File: config.mk
export PLATFORM = sky130hd
export DESIGN_NAME = pcc_power_ctrl
export DESIGN_NICKNAME = d
export VERILOG_FILES = /design/src/pcc_pkg.sv /design/src/pcc_pin_mux.sv /design/src/pcc_power_ctrl.sv
export VERILOG_INCLUDE_DIRS = /design/src
export SDC_FILE = /design/constraint.sdc
export NUM_CORES = 1
export LEC_CHECK = 0
export ABC_AREA = 1
export BUFFER_PORTS_ARGS = -buffer_cell sky130_fd_sc_hd__buf_2
export CAP_MARGIN = 20
export CORE_ASPECT_RATIO = 1.75
export CORE_MARGIN = 1.5
export CORE_UTILIZATION = 41
export CTS_CLUSTER_SIZE = 16
export DETAILED_ROUTE_END_ITERATION = 8
export HOLD_SLACK_MARGIN = 0.12
export MAX_ROUTING_LAYER = met4
export PLACE_DENSITY = 0.87
export SYNTH_ARGS = -nofsm -noshare
export SYNTH_HDL_FRONTEND = slang
export SYNTH_SLANG_ARGS = --single-unit
File: constraint.sdc
create_clock -name pclk -period 2.29 [get_ports pclk]
set_clock_uncertainty 0.2 [all_clocks]
set_input_delay 0.3435 -clock pclk [delete_from_list [all_inputs] [get_ports pclk]]
set_output_delay 0.3435 -clock pclk [all_outputs]
set_load 0.01 [all_outputs]
File: src/pcc_params.svh
// Purpose: constants of the power and clock control register block
// Assumes: 32-bit apb, one aligned word per register
// Notes: register index times four gives the byte address
`ifndef PCC_PARAMS_SVH
`define PCC_PARAMS_SVH

`define PCC_PWR_CTRL_IDX 12'h00f
`define PCC_PWR_CTRL_ADDR 12'h03c
`define PCC_POR_VALUE 16'h0000
`define PCC_WRITE_MASK 16'h04e5
`define PCC_READ_MASK 16'h04e7
`define PCC_BIT_LOOP_EN 0
`define PCC_BIT_LOCK 1
`define PCC_BIT_CLKOUT_EN 2
`define PCC_BIT_RSTPIN_DIS 5
`define PCC_BIT_REG_STOP_EN 6
`define PCC_BIT_BOD_DIS 7
`define PCC_BIT_SEC_EN 10
`define PCC_CLKSEL_HIGH_FREQ_OSC_DISABLE 2'h3

`endif

File: src/pcc_pkg.sv
// Purpose: types of the power and clock control register block
// Assumes: constants come from pcc_params.svh
// Notes: all state of the top module lives in pcc_state_t
package pcc_pkg;

  typedef enum logic {
    FLL_IDLE,
    FLL_RUN
  } pcc_fll_t;

  typedef struct packed {
    logic secondary_core_enable;
    logic brownout_disable;
    logic regulator_stop_enable;
    logic reset_pin_disable;
    logic clock_output_enable;
    logic loop_lock_status;
    logic loop_enable;
  } pcc_ctrl_t;

  typedef struct packed {
    pcc_ctrl_t ctrl;
    pcc_fll_t fll;
    logic loop_restart;
    logic high_freq_osc_disable;
    logic strap_pending;
    logic [31:0] prdata;
  } pcc_state_t;

  typedef struct packed {
    logic sclk_out;
    logic sclk_oe_n;
  } pcc_pin_t;

endpackage : pcc_pkg

File: src/pcc_pin_mux.sv
// Purpose: shared port pin mux for spi clock and core clock output
// Assumes: output enable is active low
// Notes: clock path is combinational so the clock is not divided
`timescale 1ns/1ps

module pcc_pin_mux (
  input wire logic clock_output_enable,
  input wire logic secondary_clk,
  input wire pcc_pkg::pcc_pin_t spi_pin,
  output pcc_pkg::pcc_pin_t pad_pin
);

  // core clock takes the pin over from the spi clock while enabled
  always_comb begin
    if (clock_output_enable) begin
      pad_pin.sclk_out = secondary_clk;
      pad_pin.sclk_oe_n = 1'b0;
    end else begin
      pad_pin = spi_pin;
    end
  end

endmodule : pcc_pin_mux

File: src/pcc_power_ctrl.sv
// Purpose: power control register with loop, core, regulator and pin control
// Assumes: presetn is the power-on reset, sys_reset_n a synchronous ordinary reset
// Notes: register sits at index 0x0f, byte address 0x3c
//
// Function
// - ordinary resets keep bits except two enables
// - every reset clears clock-out and core enables
// - power-on loads zero, oscillator disable strap
// - whole register readable, lock bit read-only
// - loop enable one starts loop locking
// - loop stops only when not system clock
// - lock clears on enable rise, sets locked
// - lock status clears on stop entry
// - reserved bit ranges always read zero
// - core enable clears on stop; zero disables
// - secondary core cannot access core enable
// - core enable one releases secondary core
// - regulator on keeps brownout detection enabled
// - stop, regulator off: bit selects comparator
// - regulator stop enable; always on outside stop
// - reset pin disable frees the pin
// - clock-out enable drives core clock on pin
//
// The APB interface to the registers was left to the implementer.
`timescale 1ns/1ps
`include "pcc_params.svh"

module pcc_power_ctrl (
  input wire logic pclk,
  input wire logic presetn,
  input wire logic sys_reset_n,
  input wire logic psel,
  input wire logic penable,
  input wire logic pwrite,
  input wire logic [11:0] paddr,
  input wire logic [31:0] pwdata,
  input wire logic [3:0] pstrb,
  output logic [31:0] prdata,
  output logic pready,
  output logic pslverr,
  input wire logic access_from_secondary,
  input wire logic stop_mode,
  input wire logic stop_entry,
  input wire logic fll_locked,
  input wire logic fll_is_sysclk,
  input wire logic [1:0] clock_select_field,
  input wire logic rst_pin_n,
  input wire logic secondary_clk,
  input wire pcc_pkg::pcc_pin_t spi_pin,
  output pcc_pkg::pcc_pin_t pad_pin,
  output logic loop_run,
  output logic loop_restart,
  output logic high_freq_osc_disable,
  output logic secondary_core_reset_n,
  output logic regulator_on,
  output logic brownout_enable,
  output logic ext_reset_req
);

  ////////////////////////////////////////////////////////////////////////////
  // helpers

  function automatic logic addr_hit(input logic [11:0] addr);
    addr_hit = (addr == `PCC_PWR_CTRL_ADDR);
  endfunction : addr_hit

  function automatic logic [15:0] pack_ctrl(input pcc_pkg::pcc_ctrl_t c);
    logic [15:0] w;
    w = 16'h0000;
    w[`PCC_BIT_LOOP_EN] = c.loop_enable;
    w[`PCC_BIT_LOCK] = c.loop_lock_status;
    w[`PCC_BIT_CLKOUT_EN] = c.clock_output_enable;
    w[`PCC_BIT_RSTPIN_DIS] = c.reset_pin_disable;
    w[`PCC_BIT_REG_STOP_EN] = c.regulator_stop_enable;
    w[`PCC_BIT_BOD_DIS] = c.brownout_disable;
    w[`PCC_BIT_SEC_EN] = c.secondary_core_enable;
    pack_ctrl = w & `PCC_READ_MASK;
  endfunction : pack_ctrl

  ////////////////////////////////////////////////////////////////////////////
  // byte lane mask

  logic [15:0] lane_mask;
  logic [15:0] write_mask;

  genvar lane;
  generate
    for (lane = 0; lane < 2; lane++) begin : g_lane
      assign lane_mask[lane*8 +: 8] = {8{pstrb[lane]}};
    end
  endgenerate

  always_comb begin
    write_mask = lane_mask & `PCC_WRITE_MASK;
    if (access_from_secondary) begin
      write_mask[`PCC_BIT_SEC_EN] = 1'b0;
    end
  end

  ////////////////////////////////////////////////////////////////////////////
  // state

  pcc_pkg::pcc_state_t state_q;
  pcc_pkg::pcc_state_t state_d;

  logic setup_phase;
  logic access_phase;
  logic wr_hit;
  logic [15:0] cur_word;
  logic [15:0] new_word;
  logic [15:0] rd_word;
  logic loop_rise;

  assign setup_phase = psel & ~penable;
  assign access_phase = psel & penable;
  assign wr_hit = access_phase & pwrite & addr_hit(paddr) & sys_reset_n;
  assign cur_word = pack_ctrl(state_q.ctrl);
  assign new_word = (cur_word & ~write_mask) | (pwdata[15:0] & write_mask);
  assign loop_rise = wr_hit & ~state_q.ctrl.loop_enable & new_word[`PCC_BIT_LOOP_EN];

  always_comb begin
    rd_word = pack_ctrl(state_q.ctrl);
    if (access_from_secondary) begin
      rd_word[`PCC_BIT_SEC_EN] = 1'b0;
    end
  end

  always_comb begin
    state_d = state_q;
    state_d.loop_restart = 1'b0;

    // oscillator disable strap is caught on the first edge after power-on
    if (state_q.strap_pending) begin
      state_d.strap_pending = 1'b0;
      state_d.high_freq_osc_disable = (clock_select_field == `PCC_CLKSEL_HIGH_FREQ_OSC_DISABLE);
    end

    // register write; the lock bit is never taken from the bus
    if (wr_hit) begin
      state_d.ctrl.loop_enable = new_word[`PCC_BIT_LOOP_EN];
      state_d.ctrl.clock_output_enable = new_word[`PCC_BIT_CLKOUT_EN];
      state_d.ctrl.reset_pin_disable = new_word[`PCC_BIT_RSTPIN_DIS];
      state_d.ctrl.regulator_stop_enable = new_word[`PCC_BIT_REG_STOP_EN];
      state_d.ctrl.brownout_disable = new_word[`PCC_BIT_BOD_DIS];
      state_d.ctrl.secondary_core_enable = new_word[`PCC_BIT_SEC_EN];
    end

    // loop control
    case (state_q.fll)
      pcc_pkg::FLL_IDLE: begin
        if (state_q.ctrl.loop_enable) begin
          state_d.fll = pcc_pkg::FLL_RUN;
        end
      end
      pcc_pkg::FLL_RUN: begin
        if (!state_q.ctrl.loop_enable && !fll_is_sysclk) begin
          state_d.fll = pcc_pkg::FLL_IDLE;
        end
      end
      default: begin
        state_d.fll = pcc_pkg::FLL_IDLE;
      end
    endcase

    // lock status: restart and stop entry win over a lock report
    if (loop_rise) begin
      state_d.ctrl.loop_lock_status = 1'b0;
      state_d.loop_restart = 1'b1;
    end else if (stop_entry) begin
      state_d.ctrl.loop_lock_status = 1'b0;
    end else if (state_q.fll == pcc_pkg::FLL_IDLE) begin
      state_d.ctrl.loop_lock_status = 1'b0;
    end else if (fll_locked && !state_q.loop_restart) begin
      state_d.ctrl.loop_lock_status = 1'b1;
    end

    // stop entry drops the secondary core
    if (stop_entry) begin
      state_d.ctrl.secondary_core_enable = 1'b0;
    end

    // ordinary reset clears only the two enables
    if (!sys_reset_n) begin
      state_d.ctrl.clock_output_enable = 1'b0;
      state_d.ctrl.secondary_core_enable = 1'b0;
      state_d.ctrl.loop_enable = state_q.ctrl.loop_enable;
      state_d.ctrl.reset_pin_disable = state_q.ctrl.reset_pin_disable;
      state_d.ctrl.regulator_stop_enable = state_q.ctrl.regulator_stop_enable;
      state_d.ctrl.brownout_disable = state_q.ctrl.brownout_disable;
    end

    // read data is captured in the setup cycle
    if (setup_phase) begin
      state_d.prdata = addr_hit(paddr) ? {16'h0000, rd_word} : 32'h0000_0000;
    end
  end

  always_ff @(posedge pclk or negedge presetn) begin
    if (!presetn) begin
      state_q.ctrl <= pcc_pkg::pcc_ctrl_t'(7'h00);
      state_q.fll <= pcc_pkg::FLL_IDLE;
      state_q.loop_restart <= 1'b0;
      state_q.high_freq_osc_disable <= 1'b0;
      state_q.strap_pending <= 1'b1;
      state_q.prdata <= 32'h0000_0000;
    end else begin
      state_q <= state_d;
    end
  end

  ////////////////////////////////////////////////////////////////////////////
  // apb answer

  assign pready = 1'b1;
  assign pslverr = access_phase & ~addr_hit(paddr);
  assign prdata = state_q.prdata;

  ////////////////////////////////////////////////////////////////////////////
  // power, reset and clock outputs

  assign loop_run = (state_q.fll == pcc_pkg::FLL_RUN);
  assign loop_restart = state_q.loop_restart;
  assign high_freq_osc_disable = state_q.high_freq_osc_disable;
  assign secondary_core_reset_n = state_q.ctrl.secondary_core_enable;
  assign regulator_on = ~stop_mode | state_q.ctrl.regulator_stop_enable;
  assign brownout_enable = regulator_on | ~state_q.ctrl.brownout_disable;
  assign ext_reset_req = ~state_q.ctrl.reset_pin_disable & ~rst_pin_n;

  pcc_pin_mux u_pin_mux (
    .clock_output_enable(state_q.ctrl.clock_output_enable),
    .secondary_clk(secondary_clk),
    .spi_pin(spi_pin),
    .pad_pin(pad_pin)
  );

endmodule : pcc_power_ctrl

; ---- Yosys cells after proc, flatten, opt, wreduce, memory -nomap -nowiden
; Index checks and enable logic that the tools add are counted.
; Widths: inputs -> output; s select.
[classes]
n_reduce_logical = 6
mux = 15
n_bitwise = 23
eq_ne = 5
[op_table]
columns = cell, count
row1 = $and 11x11->11, 2
row2 = $eq 12x6->1 const B, 1
row3 = $mux 11, 1
row4 = $not 11->11, 1
row5 = $or 11x11->11, 1
row6 = $mux 1, 10
row7 = $mux 5, 2
row8 = $and 1x1->1, 9
row9 = $not 1->1, 8
row10 = $ne 4x2->1 const B, 1
row11 = $logic_not 1->1, 3
row12 = $ne 3x1->1 const B, 1
row13 = $eq 2x2->1 const B, 1
row14 = $logic_and 1x1->1, 2
row15 = $mux 2, 1
row16 = $ne 2x1->1 const B, 1
row17 = $or 1x1->1, 2
row18 = $pmux 1 s2, 1
row19 = $reduce_and 2->1, 1
[word_totals]
in_bits = 65
output_inout_bits = 43
elab_cells = 61
register_bits = 43

; ---- Depth between registers and ports, before layout
; Gate-level depths: netlist of run 1.
[depth]
depth_word = 7
ltp_mapped = 9

; ---- Modules after synthesis
; From an unflattened synthesis of run 1, not the netlist that was laid out.
[hier_totals]
cells_unflattened = 154
area_unflattened_um2 = 1236.2
[by_module_without_submodules]
columns = module, cells_each, n_inst, area_each_um2
row1 = pcc_power_ctrl, 148, 1, 1213.7
row2 = pcc_pin_mux, 6, 1, 22.5

; ---- Worst setup path after synthesis of run 1
; No wires, ideal clock.
[synth_timing]
path_type = input port to output port
start = input paddr[6]
end = output pslverr
cell_stages = 6
path_buffers = 0
arrival_ps = 771
path_slack_ps = 975
cell_sequence = inv_1 -> nand2_1 -> nor2_1 -> nand2_1 -> nor2_2 -> nor2_1
[synth_between]
elab_chain_cells = 3
[synth_rtl]
columns = element, line
row1 = start: declaration, pcc_power_ctrl.sv:35  ; input wire logic [11:0] paddr,
row2 = $eq 12x6->1 (no source line), n/a
row3 = $not 1->1, pcc_power_ctrl.sv:215  ; assign pslverr = access_phase & ~addr_hit(paddr);
row4 = $and 1x1->1, pcc_power_ctrl.sv:215
row5 = end: declaration, pcc_power_ctrl.sv:40  ; output logic pslverr,
; Every way passes these cells.

==> results of run 1 <==
-- path summary, 6_finish.rpt --
path	startpoint	endpoint	slack, ps
min	clock_select_field[1]	high_freq_osc_disable$_DFFE_PN0P_	130
max reg2reg	cur_word[0]$_DFFE_PN0P_	cur_word[1]$_DFFE_PN0P_	1050
max in group asynchronous	presetn	state_q[32]$_DFF_PN1_	1240
min reg2reg	cur_word[0]$_DFFE_PN0P_	loop_restart$_DFF_PN0_	270
min in group asynchronous	presetn	prdata[1]$_DFFE_PN0P_	340
max	cur_word[2]$_DFFE_PN0P_	pad_pin[1]	600
-- area by class of cell --
type | count | area [um2]
fill | 304 | 1440
clock buffer | 4 | 55.1
inverter | 21 | 78.8
multi-input combinational | 119 | 549
sequential | 18 | 452
tap | 28 | 35.0
timing repair buffer | 55 | 285
-- report_power, final --
group	internal (mW)	switching, mW	leakage, nW
Sequential	0.321	0.00102	0.247
Combinational	0.0392	0.0664	0.576
Clock	0.152	0.0961	0.0288
Total	0.512	0.164	0.852
-- critical path, delay by kind of cell, from the launching register on --
kind	cells	cell delay (ps)
buffers and inverters	1	140
DFF	1	420
muxes	1	350
-- layout by cell type (no fill, tap or decap), drive strengths merged --
| master | Yosys | layout |
|---|---|---|
| nand2 | 43 | 43 |
| o31ai | 2 | 2 |
| buf | 35 | 53 |
| mux2 | 1 | 1 |
| o211ai | 1 | 1 |
| dlygate4sd3 | 0 | 2 |
| conb | 2 | 27 |
| clkbuf | 0 | 4 |
| nand3 | 7 | 7 |
| dfstp | 1 | 1 |
| nor2 | 20 | 20 |
| mux2i | 1 | 1 |
| nor3 | 1 | 1 |
| o21ai | 7 | 7 |
| dfrtp | 17 | 17 |
| inv | 21 | 21 |
| a21oi | 2 | 2 |
| nand3b | 1 | 1 |
| nand4 | 6 | 6 |
-- kinds of logic after synthesis --
logic type | share of synthesized area (%)
other | 0.604
and+or+nand+nor | 28.9
AOI/OAI and AO/OA | 5.43
muxes | 1.71
DFF | 36.3
buffers and inverters | 27.1
-- routing by layer --
metal  up-vias  share of wire (%)  track usage (%)
li1        557                  -                -
met4         0                1.2             4.04
met3         2                6.5             1.42
met5         -                  0                -
met2        56                 57             27.1
met1       451                 35             14.5
==> run metrics, run 1 <==
failing checks design-rule violations; # rows 26; H-tree Lvls 1; post-synth cell types 24; layout cells sized above 1 32.7%; pre-CTS WS 681 ps; RSZ-0062 raised after global routing false; Yosys warnings 0; CTS tree yes; final setup violation count 0; DRC viols 7; ranking of synthesized cells by area dfrtp_1, buf_4, nand2_1; root buffer cell clkbuf_8; most frequent cells after synthesis nand2_1, buf_4, inv_1, dfrtp_1, nor2_1; clock sink count 18; path depth of the worst reg2reg path 5; max incr delay on CP 420 ps; Die X 44.6 um; Via density 4.35; antenna-violating nets left 0; drt first pass iters 6; critical path launch point type register; final setup margin 601 ps; Non-Filler Cell Area, Final 0.00146 mm2; top cell type by total area after synthesis dfrtp_1; ys flop type dfrtp_1; maximum vdd drop 0.000205 V; global placement routability congestion 0.748; port bufs 53; Num CTS Buffers 3; Tightest Hold Check Type input port to register; # IOs 108; share of Yosys cell area claimed by the top area cell type 34.2%; WS Path Type register to primary output; Global Route Usage Sum 14.1%; asr flop ratio synth 100%; Highest Clock Rate 592 MHz; Avg Inst Size Synth 7.40 um2; Critical Path End Type primary output; Max Cap Violations 0; CTS resizes 0; Hold Vio Cnt, Final 0; Crit Path Max Fanout 5; post-synthesis register bit count 18; fin nets 283; # hold bufs at CTS 2; most frequent cell after synthesis nand2_1; final slew viol count 0; Worst-Skew Late Latency 240 ps; via count 1,066; setup TNS 0 ps; Hold Path Stages 3; Longest Clk Path Bufs 2; Syn Inst Count 168; drt total wl 2240 um; period utilization 73.7%; Worst-path clk slew 60 ps; status finished with violations; global-route wire length before repair 3500 um; crit-path cells mux2_2 -> buf_2; WP data required 1750 ps; Die H 75.9 um; Die Footprint 0.00339 mm2; min Tclk post-route 1690 ps; Leak Pwr 0.852 nW; vias in the first global route 904; drt first-iter violations 24; Placed Cells 239; post-synthesis sequential area ratio 36.3%; power density cells 464 mW/mm2; worst hold slack 135 ps; critical path arrival 1150 ps; core area 0.00290 mm2; initial antenna violation count 0; final instance count without filler cells 245; n_diodes 0; largest net degree at the start of global routing 19; Avg WL per Cell 9.13 um; dpl cell area 0.00138 mm2; Post-synth EDFFs 0; fin util 50.3%; Initial Utilization 43.0%; total power 676 uW; Cell Area, Synth 0.00124 mm2; CP max stage cell dfrtp_1; total grt overflow 0; Post-CTS Setup Bufs 0; placed wire-length estimate 1940 um; area grow syn2layout 17.0%
Power figures use the tool's default switching activity.
==> run 2: changes to the inputs <==
Settings changed: CORE_UTILIZATION 41 to 38, PLACE_DENSITY 0.87 to 0.81.
Clock period 2.29 ns to 1.7 ns, I/O delays scaled along.
==> run metrics, run 2 (synthesis gave the netlist of run 1 again) <==
maximum vdd drop 0.000235 V; min Tclk post-route 1640 ps; drt total wl 2460 um; # fillers 345; setup TNS 0 ps; final setup violation count 0; Tightest Hold Check Type input port to register; Post-CTS Setup Bufs 0; CTS resizes 0; Die H 78.7 um; Hold Vio Cnt, Final 0; WP data required 1620 ps; antenna-violating nets left 0; power density cells 575 mW/mm2; global placement routability congestion 0.829; Highest Clock Rate 609 MHz; Crit Path Max Fanout 1; n_diodes 0; CTS tree yes; Max Cap Violations 0; Die Footprint 0.00364 mm2; status finished clean; worst hold slack 145 ps; placed wire-length estimate 2050 um; pre-CTS WS 237 ps; critical path launch point type input port; fin util 49.1%; largest net degree at the start of global routing 19; total grt overflow 0; drt first-iter violations 17; commonest non-fill, non-tap cells in the layout buf_2, nand2_1, conb_1, inv_1, dfrtp_1; fin nets 291; RSZ-0062 raised after global routing false; core area 0.00314 mm2; period utilization 96.6%; critical path arrival 1570 ps; Via density 4.18; # IOs 108; DRC viols 0; global-route wire length before repair 4130 um; port bufs 53; vias in the first global route 1,087; Num CTS Buffers 3; most common cell after layout, fill and taps aside buf_2; Critical Path End Type register; Worst-Skew Late Latency 250 ps; root buffer cell clkbuf_8; drt first pass iters 4; final setup margin 57.2 ps; layout cells sized above 1 31.1%; Leak Pwr 0.877 nW; clock sink count 18; Avg WL per Cell 9.16 um; Global Route Usage Sum 15.4%; # rows 27; Worst-path clk slew 70 ps; Longest Clk Path Bufs 2; Initial Utilization 39.6%; area grow syn2layout 24.1%; H-tree Lvls 1; via count 1,119; WS Path Type input port to register; initial antenna violation count 0; final slew viol count 0; Die X 46.2 um; total power 888 uW
## run 2: timing repair
action                                 4_1_cts  5_1_grt
setup endpoints to repair                    0        0
hold buffers                                10        0
endpoints found under the hold margin       27        0
## run 2: per-layer routing
layer	GRT usage (%)	up-vias	part of all wire, %
met5	-	-	0
met2	29.4	52	60
met1	14.0	491	34
met3	1.38	2	5.0
li1	-	574	-
met4	6.86	0	0.94
## run 2: layout make-up
class,instances,area [um2],share of cell area [%]
Multi-Input combinational cell,119,549,35.6
Sequential cell,18,452,29.3
Timing Repair Buffer,63,365,23.7
Inverter,21,78.8,5.11
Tap cell,43,53.8,3.48
Clock buffer,4,45.0,2.92
## run 2: critical path, stage by stage
cell and delay [ps]:
dlygate4sd3_1 530, buf_2 120, nand3_1 50, dlygate4sd3_1 540, o21ai_0 80
## run 2: per-stage QoR
step	instance area [um2]	cells
after floorplan	1340	193
after global placement	1400	254
after detailed placement	1400	254
after CTS	1540	268
after global routing	1540	268
final	1540	268
## run 2: power breakdown
group	switching, mW	leakage (nW)	total (mW)	internal (mW)
sequential	0.00137	0.247	0.434	0.432
clock	0.131	0.0228	0.297	0.166
combinational	0.0930	0.607	0.157	0.0643
## run 2: worst paths after layout
kind	slack [ps]	from	end	cells after the start
hold reg to reg	270	register	register	2
setup / recovery	60	clock_select_field[1]	high_freq_osc_disable$_DFFE_PN0P_	5
min in group asynchronous	260	presetn	prdata[10]$_DFFE_PN0P_	2
max in group asynchronous	720	presetn	state_q[32]$_DFF_PN1_	2
hold / removal	140	penable	prdata[10]$_DFFE_PN0P_	4
setup reg to reg	200	state_q[32]$_DFF_PN1_	high_freq_osc_disable$_DFFE_PN0P_	3
